### src/rtl/servo_pkg.sv
/*
 servo_pkg: widths, reset values and carrier structs shared by the servo
 error accumulator and its 8-bit slice. Assumes a single synchronous clock.
*/
package servo_pkg;
   localparam int SLICE_W    = 8;
   localparam int SLICES     = 3;
   localparam int POS_W      = SLICE_W * SLICES;
   localparam logic [POS_W-1:0] TARGET_RESET = 24'h00_0000;
   localparam logic [POS_W-1:0] OPERAND_RESET = 24'h00_0000;
   localparam logic [POS_W-1:0] RESULT_RESET = 24'h00_0000;
   localparam logic CARRY_SUBTRACT = 1'b1;
   localparam logic CARRY_ADD      = 1'b0;

   typedef enum logic {
      MODE_COMMAND,
      MODE_SERVO
   } mode_type;

   typedef enum logic {
      LOAD_ON_OPERAND_CLOCK,
      LOAD_ON_TARGET_CLOCK
   } load_sel_type;

   typedef struct packed {
      logic             operand_load;
      logic             target_store;
      logic             compute;
   } strobes_type;

   typedef struct packed {
      logic [POS_W-1:0] result;
      logic             carry;
   } acc_type;
endpackage

### src/rtl/acc_slice.sv
/*
 acc_slice: one combinational slice of the accumulator, an adder with
 carry in and carry out. Assumes the caller registers the result.
*/
`timescale 1ns/1ps
`default_nettype none
module acc_slice
   import servo_pkg::*;
#(
   parameter int W = SLICE_W
) (
   input  wire logic [W-1:0] a_in,
   input  wire logic [W-1:0] b_in,
   input  wire logic         carry_in,
   output logic      [W-1:0] sum_out,
   output logic              carry_out
);
   logic [W:0] full;

   always_comb begin
      full      = {1'b0, a_in} + {1'b0, b_in} + {{W{1'b0}}, carry_in};
      sum_out   = full[W-1:0];
      carry_out = full[W];
   end
endmodule
`default_nettype wire

### src/rtl/servo_error_accumulator.sv
/*
 servo_error_accumulator: 24-bit target accumulator and proportional error
 former, built from three 8-bit slices. Assumes load strobes, step data and
 position data are synchronous to clock_in; strobes are one-cycle enables.
*/
// What this block does
// - three chained 8-bit slices make 24 bits
// - capture host target value, hold until replaced
// - output target minus present position as error
// - operand register loads on operand load clock
// - target register written only by target store
// - servo mode loads position counter into operand
// - command mode host step forms new target
// - operand load clock choice fixed before operation
// - servo mode inverts position, carry in one
// - target register starts at zero
// - sum registered on main clock before transfer
`timescale 1ns/1ps
`default_nettype none
module servo_error_accumulator
   import servo_pkg::*;
#(
   parameter load_sel_type OPERAND_LOAD_SEL = LOAD_ON_OPERAND_CLOCK
) (
   input  wire logic             clock_in,
   input  wire logic             rst_in,
   input  wire logic             clk_en_in,
   input  wire mode_type         mode_in,
   input  wire strobes_type      strobes_in,
   input  wire logic [POS_W-1:0] host_step_in,
   input  wire logic [POS_W-1:0] position_in,
   output logic      [POS_W-1:0] result_out,
   output logic      [POS_W-1:0] target_out,
   output logic                  carry_out,
   output logic                  result_valid_out
);
   logic [POS_W-1:0] operand_ff;
   logic             carry_in_ff;
   logic [POS_W-1:0] target_ff;
   logic [POS_W-1:0] result_ff;
   logic             carry_ff;
   logic             valid_ff;
   logic [SLICES:0]  chain;
   logic [POS_W-1:0] sum;
   logic             operand_strobe;
   logic [POS_W-1:0] nxt_operand;
   logic             nxt_carry_in;
   logic [POS_W:0]   wide_sum;

   // fixed at elaboration, never at run time
   assign operand_strobe = (OPERAND_LOAD_SEL == LOAD_ON_OPERAND_CLOCK) ?
                           strobes_in.operand_load : strobes_in.target_store;

   always_comb begin
      if (mode_in == MODE_SERVO) begin
         nxt_operand  = ~position_in;
         nxt_carry_in = CARRY_SUBTRACT;
      end else begin
         nxt_operand  = host_step_in;
         nxt_carry_in = CARRY_ADD;
      end
   end

   always_ff @(posedge clock_in or posedge rst_in) begin
      if (rst_in) begin
         operand_ff  <= OPERAND_RESET;
         carry_in_ff <= CARRY_ADD;
      end else if (clk_en_in && operand_strobe) begin
         operand_ff  <= nxt_operand;
         carry_in_ff <= nxt_carry_in;
      end
   end

   assign chain[0] = carry_in_ff;

   // full-width reference sum, kept apart from the slice chain
   assign wide_sum = {1'b0, target_ff} + {1'b0, operand_ff} + {{POS_W{1'b0}}, carry_in_ff};

   generate
      for (genvar i = 0; i < SLICES; i++) begin : g_slice
         acc_slice #(.W(SLICE_W)) u_slice (
            .a_in      (target_ff[i*SLICE_W +: SLICE_W]),
            .b_in      (operand_ff[i*SLICE_W +: SLICE_W]),
            .carry_in  (chain[i]),
            .sum_out   (sum[i*SLICE_W +: SLICE_W]),
            .carry_out (chain[i+1])
         );
      end
   endgenerate

   always_ff @(posedge clock_in or posedge rst_in) begin
      if (rst_in) begin
         result_ff <= RESULT_RESET;
         carry_ff  <= 1'b0;
         valid_ff  <= 1'b0;
      end else if (clk_en_in) begin
         valid_ff <= strobes_in.compute;
         if (strobes_in.compute) begin
            result_ff <= sum;
            carry_ff  <= chain[SLICES];
         end
      end
   end

   // target only moves in command mode on a target store strobe
   always_ff @(posedge clock_in or posedge rst_in) begin
      if (rst_in) begin
         target_ff <= TARGET_RESET;
      end else if (clk_en_in && strobes_in.target_store
                   && mode_in == MODE_COMMAND) begin
         target_ff <= result_ff;
      end
   end

   assign result_out       = result_ff;
   assign target_out       = target_ff;
   assign carry_out        = carry_ff;
   assign result_valid_out = valid_ff;

   chk_target_store_only: assert property (@(posedge clock_in) disable iff (rst_in)
      !(clk_en_in && strobes_in.target_store && mode_in == MODE_COMMAND)
      |=> $stable(target_ff))
      else $error("target changed without a store");

   chk_target_takes_result: assert property (@(posedge clock_in) disable iff (rst_in)
      (clk_en_in && strobes_in.target_store && mode_in == MODE_COMMAND)
      |=> target_ff == $past(result_ff))
      else $error("target did not take result");

   chk_servo_operand_inverted: assert property (@(posedge clock_in) disable iff (rst_in)
      (clk_en_in && operand_strobe && mode_in == MODE_SERVO)
      |=> operand_ff == ~$past(position_in))
      else $error("servo operand not inverted position");

   chk_servo_carry_one: assert property (@(posedge clock_in) disable iff (rst_in)
      (clk_en_in && operand_strobe && mode_in == MODE_SERVO) |=> carry_in_ff)
      else $error("servo carry in not one");

   chk_command_operand_step: assert property (@(posedge clock_in) disable iff (rst_in)
      (clk_en_in && operand_strobe && mode_in == MODE_COMMAND)
      |=> operand_ff == $past(host_step_in) && !carry_in_ff)
      else $error("command operand not host step");

   chk_operand_hold: assert property (@(posedge clock_in) disable iff (rst_in)
      !(clk_en_in && operand_strobe) |=> $stable(operand_ff))
      else $error("operand changed without load");

   chk_result_sum: assert property (@(posedge clock_in) disable iff (rst_in)
      (clk_en_in && strobes_in.compute)
      |=> result_ff == POS_W'($past(target_ff) + $past(operand_ff)
                              + POS_W'($past(carry_in_ff))))
      else $error("result is not the registered sum");

   chk_servo_error: assert property (@(posedge clock_in) disable iff (rst_in)
      (clk_en_in && operand_strobe && mode_in == MODE_SERVO)
      ##1 (clk_en_in && strobes_in.compute && !operand_strobe
           && !strobes_in.target_store)
      |=> result_ff == POS_W'($past(target_ff, 2) - $past(position_in, 2)))
      else $error("error is not target minus position");

   chk_frozen_enable: assert property (@(posedge clock_in) disable iff (rst_in)
      !clk_en_in |=> $stable(result_ff) && $stable(target_ff) && $stable(operand_ff))
      else $error("state moved with enable low");

   // carry, valid and stored carry in freeze with the enable as well
   chk_frozen_flags: assert property (@(posedge clock_in) disable iff (rst_in)
      !clk_en_in |=> $stable(carry_ff) && $stable(valid_ff) && $stable(carry_in_ff))
      else $error("flags moved with enable low");

   // the three-slice chain must equal one full-width add
   chk_slices_match: assert property (@(posedge clock_in) disable iff (rst_in)
      {chain[SLICES], sum} == wide_sum)
      else $error("slice chain differs from full sum");

   chk_carry_registered: assert property (@(posedge clock_in) disable iff (rst_in)
      (clk_en_in && strobes_in.compute) |=> carry_ff == $past(wide_sum[POS_W]))
      else $error("carry out not captured with result");

   chk_valid_follows: assert property (@(posedge clock_in) disable iff (rst_in)
      clk_en_in |=> valid_ff == $past(strobes_in.compute))
      else $error("valid does not follow compute");

   chk_result_hold: assert property (@(posedge clock_in) disable iff (rst_in)
      (clk_en_in && !strobes_in.compute) |=> $stable(result_ff) && $stable(carry_ff))
      else $error("result changed without compute");

   chk_servo_target_kept: assert property (@(posedge clock_in) disable iff (rst_in)
      (clk_en_in && strobes_in.target_store && mode_in == MODE_SERVO)
      |=> $stable(target_ff))
      else $error("servo mode store moved the target");

   // default selection: the target store strobe must leave the operand alone
   chk_operand_select: assert property (@(posedge clock_in) disable iff (rst_in)
      (OPERAND_LOAD_SEL == LOAD_ON_OPERAND_CLOCK && clk_en_in && !strobes_in.operand_load)
      |=> $stable(operand_ff))
      else $error("operand loaded on the wrong strobe");

   // a store in the load cycle would move the target under the sum
   chk_command_new_target: assert property (@(posedge clock_in) disable iff (rst_in)
      (clk_en_in && operand_strobe && mode_in == MODE_COMMAND
       && !strobes_in.target_store)
      ##1 (clk_en_in && strobes_in.compute && !operand_strobe
           && !strobes_in.target_store)
      |=> result_ff == POS_W'($past(target_ff, 2) + $past(host_step_in, 2)))
      else $error("new target is not target plus step");

   cov_servo_compute: cover property (@(posedge clock_in) disable iff (rst_in)
      mode_in == MODE_SERVO && clk_en_in && strobes_in.compute);
   cov_target_update: cover property (@(posedge clock_in) disable iff (rst_in)
      mode_in == MODE_COMMAND && clk_en_in && strobes_in.target_store);
   cov_negative_step: cover property (@(posedge clock_in) disable iff (rst_in)
      mode_in == MODE_COMMAND && clk_en_in && operand_strobe
      && host_step_in[POS_W-1]);
   cov_frozen_compute: cover property (@(posedge clock_in) disable iff (rst_in)
      !clk_en_in && strobes_in.compute);
   cov_command_chain: cover property (@(posedge clock_in) disable iff (rst_in)
      (clk_en_in && strobes_in.compute) ##1 (clk_en_in && strobes_in.target_store));
endmodule
`default_nettype wire

### config.mk
export PLATFORM = sky130hd
export DESIGN_NAME = servo_error_accumulator
export DESIGN_NICKNAME = d
export VERILOG_FILES = /design/src/rtl/servo_pkg.sv /design/src/rtl/acc_slice.sv /design/src/rtl/servo_error_accumulator.sv
export SDC_FILE = /design/constraint.sdc
export NUM_CORES = 1
export LEC_CHECK = 0
export BUFFER_PORTS_ARGS = -buffer_cell sky130_fd_sc_hd__buf_4
export CAP_MARGIN = 20
export CORE_MARGIN = 2
export CORE_UTILIZATION = 58
export DETAILED_ROUTE_END_ITERATION = 7
export PLACE_DENSITY = 0.95
export SYNTH_ARGS = -nofsm -noshare
export SYNTH_HDL_FRONTEND = slang
export SYNTH_HIERARCHICAL = 1
export SYNTH_SLANG_ARGS = --single-unit
### constraint.sdc
create_clock -name clock_in -period 12.4 [get_ports clock_in]
set_input_delay 0 -clock clock_in [delete_from_list [all_inputs] [get_ports clock_in]]
set_output_delay 0 -clock clock_in [all_outputs]
set_load 0.02 [all_outputs]
==> metrics.md, run 1 <==
| Metric | Value |
|---|---|
| Status | `finished, final reports clean` |
| Post-synth top cells | `dfrtp_1 (75), nand2b_1 (50), a21oi_1 (37), mux2_2 (26), a31oi_1 (24)` |
| Crit-path slowest cell | `fa_1` |
| WHS Endpoint | `result_valid_out` |
| Crit path depth | `17` |
| Final setup viols | `0` |
| Hold path depth | `2` |
| CTS Buf Count | `9` |
| Synth area leader | `dfrtp_1` |
| CTS tree | `yes` |
| Drt total wl | `13600 µm` |
| CP Class | `flop to flop` |
| Post-synthesis net count | `449` |
| Fin Setup TNS | `0 ps` |
| Synth cell types | `39` |
| Post-layout minimum cycle time | `5380 ps` |
| Crit start category | `flop` |
| Area share of the largest cell type after synthesis | `0.444` |
| Drt first pass iters | `6` |
| Die W | `89.4 µm` |
| # rows | `31` |
| Die ar. | `7990 µm²` |
| Fill cells | `391` |
| Total Routing Usage GR | `0.348` |
| Synth Register Bits | `75` |
| Final period util | `0.434` |
| Crit-path most repeated cell | `fa_1` |
| Worst clock skew | `13.4 ps` |
| Clock latency on the worst-skew pair | `350 ps` |
| Top_reg_cell synth | `dfrtp_1` |
| Critical path's largest stage delay | `490 ps` |
| Post-synthesis instance total | `367` |
| Initial Util | `0.590` |
| Flop2flop setup slack | `7020 ps` |
| Worst Reg-to-Reg Cells | `17` |
| Sequential-to-total area share from yosys stat | `0.444` |
| Htree depth | `3` |
| Drt first-iter violations | `360` |
| Clock slew at reported path FFs | `80 ps` |
| Layout Area Growth over Synthesis | `36.2%` |
| Port Buf Inserts | `104` |
| Post-synth EDFFs | `0` |
| Crit Reg-Reg Startpoint | `target_out[0]` |
| Core ar. | `7180 µm²` |
| Vias in the first global route | `4013` |
| Initial antenna violation count | `0` |
| DRC Markers | `0` |
| Most common cell in the netlist | `dfrtp_1` |
| Worst Path Required | `12630 ps` |
| Synth area leaders | `dfrtp_1 (44%), nand2b_1 (7.4%), mux2_4 (7.1%), mux2_2 (6.9%), ha_1 (6.2%)` |
| Postcts setup bufs | `0` |
| Resized Gates After CTS | `0` |
| Max cap viols | `0` |
| Layout cells sized above 1 | `0.342` |
| Max VDD drop | `0.000151 V` |
| Slew Limit Fails | `0` |
| Clock Path Buffers | `2` |
| Cell area after synthesis | `4230 µm²` |
| Ys async rst share | `1.00` |
| Rel. slew slack | `0.382` |
| Routability cong. | `0.846` |
| PwrDens | `254 nW/µm²` |
| Worst-path maximum fanout | `3` |
| Mean Syn Cell Area | `11.5 µm²` |
| Grt total ovfl | `0` |
| DP Wirelength | `7240 µm` |
| Hold Slack | `151 ps` |
| CP Data Arrival Time | `5610 ps` |
| First-pass GRT wire length | `20700 µm` |
| Leakage power | `2.64 nW` |
| Worst r2r dst | `carry_out` |
| Largest net degree at the start of global routing | `76` |
| Diodes inserted | `0` |
| Synth warn | `6` |
| Sinks on the clock net | `75` |
| Unrepaired setup endpoints after global routing | `no` |
| Clock root buffer | `clkbuf_8` |
| Routed via count | `3896` |
| Critical-path cell list | `fa_1 -> fa_1 -> a21oi_1 -> o21a_1 -> o21ai_0 -> fa_1 -> fa_1 -> a21oi_1 -> nor2_1 -> nor2_1 -> o21ai_0 -> fa_1 -> fa_1 -> a21oi_1 -> o21a_1 -> o21ai_0 -> mux2_2` |
| CP endpoint kind | `flop` |
| Drt wl/cell | `21.9 µm` |
| Fmax | `186 MHz` |
| Critical path buffers and inverters | `0` |
| I/O pins | `105` |
| Vias per cell | `6.29` |
| Post-DRT Antenna Nets | `0` |
| Nets@finish | `597` |
| Delay-heaviest family, CP | `adder cells` |
| Hold Crit Start | `clk_en_in` |
| Fin. Hold Viols | `0` |
| Hold Path Class | `input port to flop` |
| Die Y | `89.4 µm` |
| Slew of the pin with the lowest slew margin | `927 ps` |
per-stage QoR:
step                      power, mW  instance area (µm²)   util  instances  setup slack [ps]
final                          1.46                 5760  0.803        619              7020
after global routing           1.53                 5760  0.803        619              6800
after global placement         1.14                 5040  0.703        553              7580
after floorplan               0.923                 4230      -        367              7770
after CTS                      1.41                 5740  0.799        618              7320
after detailed placement       1.18                 5040  0.703        553              7370
power by group:
| part | switching (mW) | internal, mW | total [mW] | leakage, nW |
|---|---|---|---|---|
| Combinational | 0.433 | 0.395 | 0.828 | 1.68 |
| Clock | 0.0991 | 0.0981 | 0.197 | 0.0905 |
| Sequential | 0.0976 | 0.340 | 0.438 | 0.866 |
layout make-up:
| type | instances | area [µm²] | share of cell area |
|---|---|---|---|
| clock inverter | 6 | 65.1 | 0.0113 |
| inverter | 11 | 41.3 | 0.00716 |
| multi-input combinational | 263 | 2210 | 0.384 |
| clock buffer | 10 | 138 | 0.0239 |
| timing repair buffer | 155 | 1310 | 0.227 |
| tap | 99 | 124 | 0.0215 |
| sequential | 75 | 1880 | 0.326 |
per-layer routing:
layer	global-route usage	share of wire	vias to the layer above
met5	0	0	-
met2	0.590	0.50	280
met4	0.212	0.069	0
met3	0.0729	0.074	97
met1	0.403	0.36	1899
li1	-	-	1620
logic make-up (layout without fill, tap and decap cells):
logic type,after synthesis,count (layout),synth area share
muxes,51,51,0.153
adders and majority gates,27,27,0.0905
and+or+nand+nor,83,83,0.119
AOI/OAI and AO/OA,90,90,0.135
DFF,75,75,0.444
buffers and inverters,29,182,0.0334
xor gates and xnor gates,12,12,0.0248
repair_timing:
action,4_1_cts,5_1_grt
hold buffers,49,0
endpoints found under the setup margin,0,0
endpoints found under the hold margin,99,0
cell usage in the layout (no fill, tap or decap), drive strengths merged, types with 3 or more instances in the layout:
cell,instances
a21o,6
a21oi,39
a311o,6
a31oi,24
buf,106
clkbuf,10
clkinvlp,4
dfrtp,75
dlygate4sd3,49
fa,6
ha,21
inv,11
mux2,50
nand2,8
nand2b,50
nand3,6
nand3b,3
nor2b,4
nor3,4
nor4,3
o21ai,4
o21bai,3
xnor2,6
xor2,6
flip-flops by register name (all words and copies together) (netlist names):
| name | cells |
|---|---|
| result_valid_out | 1 |
| target_out | 24 |
| result_out | 24 |
| operand_ff | 24 |
| carry_out | 1 |
| carry_in_ff | 1 |
worst max path at each step:
stage | slack, ps | end | startpoint
final | 7020 | carry_out | target_out[0]
after global routing | 6800 | carry_out | target_out[0]
after CTS | 7320 | carry_out | target_out[0]
after detailed placement | 7370 | carry_out | target_out[0]
after global placement | 7580 | carry_out | target_out[0]
after floorplan | 7770 | carry_out | target_out[0]
No activity file was read; power rests on OpenSTA's default activity.
==> run 2, diff against run 1 <==
CORE_UTILIZATION = 49   (was 58)
PLACE_DENSITY = 0.86   (was 0.95)
clock period = 4.62 ns   (was 12.4 ns; I/O delays follow)
==> metrics.md, run 2 (synthesized netlist as in run 1, its figures left out) <==
| Metric | Value |
|---|---|
| Fill cells | `556` |
| Grt peak-use layer | `met2` |
| Clock latency on the worst-skew pair | `340 ps` |
| Crit Reg-Reg Startpoint | `carry_in_ff` |
| Final setup viols | `0` |
| Core ar. | `8300 µm²` |
| I/O pins | `105` |
| Initial Util | `0.510` |
| Sinks on the clock net | `75` |
| Post-layout minimum cycle time | `4520 ps` |
| Hold path depth | `2` |
| Layout cells sized above 1 | `0.380` |
| Critical path's largest stage delay | `440 ps` |
| Largest net degree at the start of global routing | `51` |
| Nets@finish | `611` |
| Drt first-iter violations | `120` |
| Max cap viols | `0` |
| Setup ws final | `104 ps` |
| Drt first pass iters | `4` |
| PwrDens | `676 nW/µm²` |
| Worst Path Required | `4850 ps` |
| Die W | `96.9 µm` |
| First-pass GRT wire length | `18800 µm` |
| Crit-path slowest cell | `fa_2` |
| Hold Crit Start | `clk_en_in` |
| CP endpoint kind | `flop` |
| Crit path from | `carry_in_ff` |
| Delay-heaviest family, CP | `adder cells` |
| Vias in the first global route | `3829` |
| # rows | `33` |
| Status | `finished, final reports clean` |
| CP Class | `flop to flop` |
| Hold Path Class | `input port to flop` |
| Initial antenna violation count | `1` |
| GR Util met2 | `0.436` |
| Rel. slew slack | `0.313` |
| Most frequent cells in the layout | `buf_4 (120), dfrtp_1 (74), nand2b_1 (50)` |
| Leakage power | `2.71 nW` |
| Max VDD drop | `0.000395 V` |
| Worst-path maximum fanout | `2` |
| Worst clock skew | `6.95 ps` |
| Clock root buffer | `clkbuf_8` |
| Htree depth | `3` |
| Routability cong. | `0.852` |
| Met3 usage | `0.0419` |
| DP Wirelength | `7410 µm` |
| CTS tree | `yes` |
| Die ar. | `9390 µm²` |
| Post-DRT Antenna Nets | `0` |
| Met1 usage | `0.297` |
| Clock slew at reported path FFs | `80 ps` |
| Drt wl/cell | `18.7 µm` |
| Fmax | `221 MHz` |
| Commonest non-fill, non-tap cell in the layout | `buf_4` |
| Core Util, Final | `0.711` |
| CP Data Arrival Time | `4750 ps` |
| Placed Cells | `567` |
| Non-filler cells, final | `640` |
| Grt total ovfl | `0` |
| Critical-path cell list | `fa_2 -> fa_2 -> a21oi_4 -> o21a_1 -> o21ai_1 -> fa_2 -> fa_2 -> a21oi_2 -> nor2_1 -> nor2_2 -> o21ai_2 -> fa_2 -> fa_2 -> a21oi_2 -> o21a_1 -> o21ai_1 -> mux2_2` |
| Slew Limit Fails | `0` |
| Final instance area | `5900 µm²` |
| Routed via count | `3641` |
| CTS Buf Count | `9` |
| Die Y | `96.9 µm` |
| DRC Markers | `0` |
| Clock Path Buffers | `2` |
| Layout Area Growth over Synthesis | `39.5%` |
| Placed instance area | `5110 µm²` |
| Crit path depth | `17` |
| Hold Slack | `150 ps` |
| Final period util | `0.977` |
| Critical path buffers and inverters | `0` |
| Total Power | `3.99 mW` |
| Crit start category | `flop` |
| Total Routing Usage GR | `0.249` |
| Vias per cell | `5.69` |
| Worst Reg-to-Reg Cells | `17` |
| Slew of the pin with the lowest slew margin | `1030 ps` |
| Crit-path most repeated cell | `fa_2` |
| Fin Setup TNS | `0 ps` |
| Fin. Hold Viols | `0` |
| Place WS | `-365 ps` |
| Drt total wl | `12000 µm` |
| Port Buf Inserts | `104` |
run 2: cell types whose count changed in the layout (fill, tap and decap cells not counted), moves of 3 or more:
cell        change
clkinvlp_4      -4
a21oi_1         -3
fa_1            -6
buf_4          +15
o21ai_0         -3
fa_2            +6
run 2: final timing paths:
check | to | slack (ps)
max reg2reg | carry_out | 100
max | carry_out | 100
min reg2reg | result_out[12] | 540
max in group asynchronous | target_out[0] | 3220
min | result_valid_out | 150
min in group asynchronous | target_out[6] | 360
run 2: worst reg2reg max path, delay by kind of cell (launching register included):
kind	cells	cell delay [ps]
compound gates	8	1200
simple gates	2	190
fa+ha+maj	6	2340
mux	1	260
flops	1	420
run 2: where the power goes:
part / leakage (nW) / total [mW] / switching [mW] / internal, mW
logic: 1.74 / 2.30 / 1.12 / 1.18
registers: 0.865 / 1.17 / 0.256 / 0.915
clock network: 0.106 / 0.521 / 0.242 / 0.279
total: 2.71 / 3.99 / 1.62 / 2.37
run 2: metal layers:
metal  vias to the layer above  wire (µm)
li1                       1645          -
met2                       146       6270
met5                         -          0
met1                      1806       4620
met3                        44        616
met4                         0        459
run 2: final cells by class:
| class | count | area (µm²) | share of cell area |
|---|---|---|---|
| clock buffers | 12 | 155 | 0.0263 |
| inverters | 11 | 41.3 | 0.00700 |
| multi-input cells | 263 | 2250 | 0.382 |
| diodes | 1 | 2.50 | 0.000424 |
| clock inverters | 4 | 48.8 | 0.00827 |
| repair buffers | 169 | 1390 | 0.236 |
| well taps | 105 | 131 | 0.0223 |
| flip-flops and latches | 75 | 1880 | 0.318 |
run 2: timing repair:
item / in CTS / in global routing
hold buffers: 49 / 0
endpoints found under the setup margin: 7 / 5
buffers inserted: 2 / 5
pin swaps: 2 / 9
hold endpoints to repair: 61 / 0
resized for setup: 8 / 7
==> run 3, diff against run 2 <==
ABC_AREA = 1   (was not set)
CORE_UTILIZATION = 54   (was 49)
PLACE_DENSITY = 0.89   (was 0.86)
clock period = 4.7 ns   (was 4.62 ns; I/O delays follow)
==> metrics.md, run 3 <==
| Metric | Value |
|---|---|
| Crit path from | `target_out[0]` |
| Crit-path most repeated cell | `nand2_1` |
| Port Buf Inserts | `104` |
| Delay-heaviest family, CP | `adder cells` |
| Drt wl/cell | `14.5 µm` |
| Clock Path Buffers | `2` |
| Synth Area in XOR/XNOR | `0.0175` |
| Final setup viols | `0` |
| Critical path's largest stage delay | `420 ps` |
| Mean Syn Cell Area | `7.74 µm²` |
| Unrepaired setup endpoints after global routing | `no` |
| Sinks on the clock net | `75` |
| Place WS | `116 ps` |
| Post-DRT Antenna Nets | `0` |
| Die Y | `95.3 µm` |
| Crit-path slowest cell | `dfrtp_1` |
| CP endpoint kind | `flop` |
| Max cap viols | `0` |
| Drt first-iter violations | `204` |
| Rel. slew slack | `0.388` |
| Layout cells sized above 1 | `0.217` |
| Synth area leader | `dfrtp_1` |
| Nets@finish | `796` |
| Synth warn | `6` |
| Critical path buffers and inverters | `0` |
| Drt first pass iters | `5` |
| First-pass GRT wire length | `19500 µm` |
| Post-layout minimum cycle time | `4450 ps` |
| Fin Setup TNS | `0 ps` |
| Synth area leaders | `dfrtp_1 (42%), nand2_1 (22%), nand3_1 (6.5%), ha_1 (5.8%), inv_1 (3.9%)` |
| PwrDens | `545 nW/µm²` |
| Routability cong. | `0.879` |
| Largest family of logic cells by synthesized area | `simple AND/OR/NAND/NOR gates` |
| Htree depth | `3` |
| Drt total wl | `11900 µm` |
| Flop2flop setup slack | `250 ps` |
| Area of the multi-input gates | `2240 µm²` |
| Sequential-to-total area share from yosys stat | `0.417` |
| Vias per cell | `5.36` |
| Post-synthesis net count | `663` |
| Sequential cell area | `1880 µm²` |
| Cell area after synthesis | `4500 µm²` |
| Hold path depth | `5` |
| Grt total ovfl | `0` |
| Post-synth top cells | `nand2_1 (261), dfrtp_1 (75), nand3_1 (58), inv_1 (47), nand4_1 (24)` |
| Clock root buffer | `clkbuf_8` |
| Total Routing Usage GR | `0.276` |
| Ys async rst share | `1.00` |
| Initial Util | `0.553` |
| Initial antenna violation count | `0` |
| Slew Limit Fails | `0` |
| Layout Area Growth over Synthesis | `31.9%` |
| Die W | `95.3 µm` |
| CP Class | `flop to flop` |
| Fmax | `225 MHz` |
| # rows | `33` |
| Top_reg_cell synth | `dfrtp_1` |
| Die ar. | `9070 µm²` |
| Post-Synth Simple-Gate Area | `0.382` |
| Diodes inserted | `0` |
| Crit start category | `flop` |
| Complex-gate fraction of the synthesized area | `0.0122` |
| Worst clock skew | `6.34 ps` |
| Crit Reg-Reg Startpoint | `target_out[0]` |
| Max VDD drop | `0.000214 V` |
| Clock latency on the worst-skew pair | `340 ps` |
| Slew of the pin with the lowest slew margin | `918 ps` |
| Setup ws final | `247 ps` |
| Area share of the largest cell type after synthesis | `0.417` |
| WHS Endpoint | `operand_ff[3]` |
| Fin. Hold Viols | `0` |
| Hold Slack | `16.1 ps` |
| Worst Reg-to-Reg Cells | `26` |
| Most frequent cells in the layout | `nand2_1 (261), buf_4 (105), dfrtp_1 (75)` |
| Post-synth EDFFs | `0` |
| Synth Register Bits | `75` |
| Post-Synth Adder-Cell Area | `0.0851` |
| Vias in the first global route | `4350` |
| Fill cells | `571` |
| Routed via count | `4417` |
| I/O pins | `105` |
| Total Power | `3.24 mW` |
| DRC Markers | `0` |
| Worst Path Required | `4930 ps` |
| CTS tree | `yes` |
| Core ar. | `8130 µm²` |
| Worst r2r dst | `result_out[22]` |
| Worst-path maximum fanout | `3` |
| Final period util | `0.947` |
| CTS Buf Count | `9` |
| Status | `finished, final reports clean` |
| Core Util, Final | `0.729` |
| Largest net degree at the start of global routing | `76` |
| Post-synthesis instance total | `581` |
| Hold Crit Start | `host_step_in[3]` |
| Commonest non-fill, non-tap cell in the layout | `nand2_1` |
| Synth cell types | `26` |
| Hold Path Class | `input port to flop` |
| DP Wirelength | `7760 µm` |
| Most common cell in the netlist | `nand2_1` |
| Clock slew at reported path FFs | `80 ps` |
| Mux share of post-synthesis cell area | `0` |
| Leakage power | `3.35 nW` |
| CP Data Arrival Time | `4680 ps` |
run 3: cell count changes after synthesis, sizes merged, moves of 6 or more:
cell / before / now
nor2: 2 / 9
mux2: 50 / 0
clkbuf: 8 / 0
inv: 11 / 52
buf: 10 / 28
a31oi: 24 / 0
a21o: 6 / 0
a311o: 6 / 0
nand4: 2 / 24
a21oi: 39 / 9
nand2: 8 / 272
or2: 0 / 6
nand2b: 50 / 0
nand3: 6 / 62
run 3: worst max-delay path by stage:
stage | end | slack (ps) | cells past startpoint
finish | result_out[22] | 250 | 26
global route | carry_out | 20 | 26
CTS | result_out[22] | 80 | 26
detailed placement | carry_out | 120 | 26
global placement | carry_out | 280 | 26
floorplan | carry_out | 350 | 26
run 3: routing by layer:
layer  track usage  vias to the layer above  part of all wire
li1              -                     2097                 -
met1         0.315                     2092              0.39
met2         0.484                      192              0.50
met3        0.0704                       36             0.077
met4         0.129                        0             0.032
met5             0                        -                 0
run 3: stage by stage:
stage	cells	cell area, µm²
6_report	824	5930
5_1_grt	824	5930
4_1_cts	824	5930
3_5_place_dp	763	5230
3_3_place_gp	763	5230
2_1_floorplan	581	4500
run 3: kinds of logic after synthesis:
family | count (synthesis)
buffers and inverters | 80
and+or+nand+nor | 379
DFF | 75
AOI/OAI and AO/OA | 11
adders and majority gates | 27
xor gates and xnor gates | 9
run 3: area by class of cell:
cell class,count,area share
tap,105,0.0221
sequential,75,0.316
timing repair buffer,150,0.209
multi-input combinational,426,0.378
clock inverter,5,0.0169
inverter,52,0.0342
clock buffer,11,0.0238
run 3: power breakdown:
part	internal, mW	leakage (nW)	switching [mW]
combinational	0.671	2.29	0.890
sequential	0.858	0.940	0.217
clock	0.366	0.123	0.233
run 3: repair_timing:
action                                  4_1_cts  5_1_grt
buffers inserted                              0        0
resized for setup                             0        3
endpoints found under the setup margin        0        3
endpoints found under the hold margin        99        0
hold buffers                                 45        0
run 3: worst min-delay path, cell delays in order:
cell	delay, ps
buf_4	80
inv_1	30
nand2_1	50
nand3_1	90
nand2_1	80
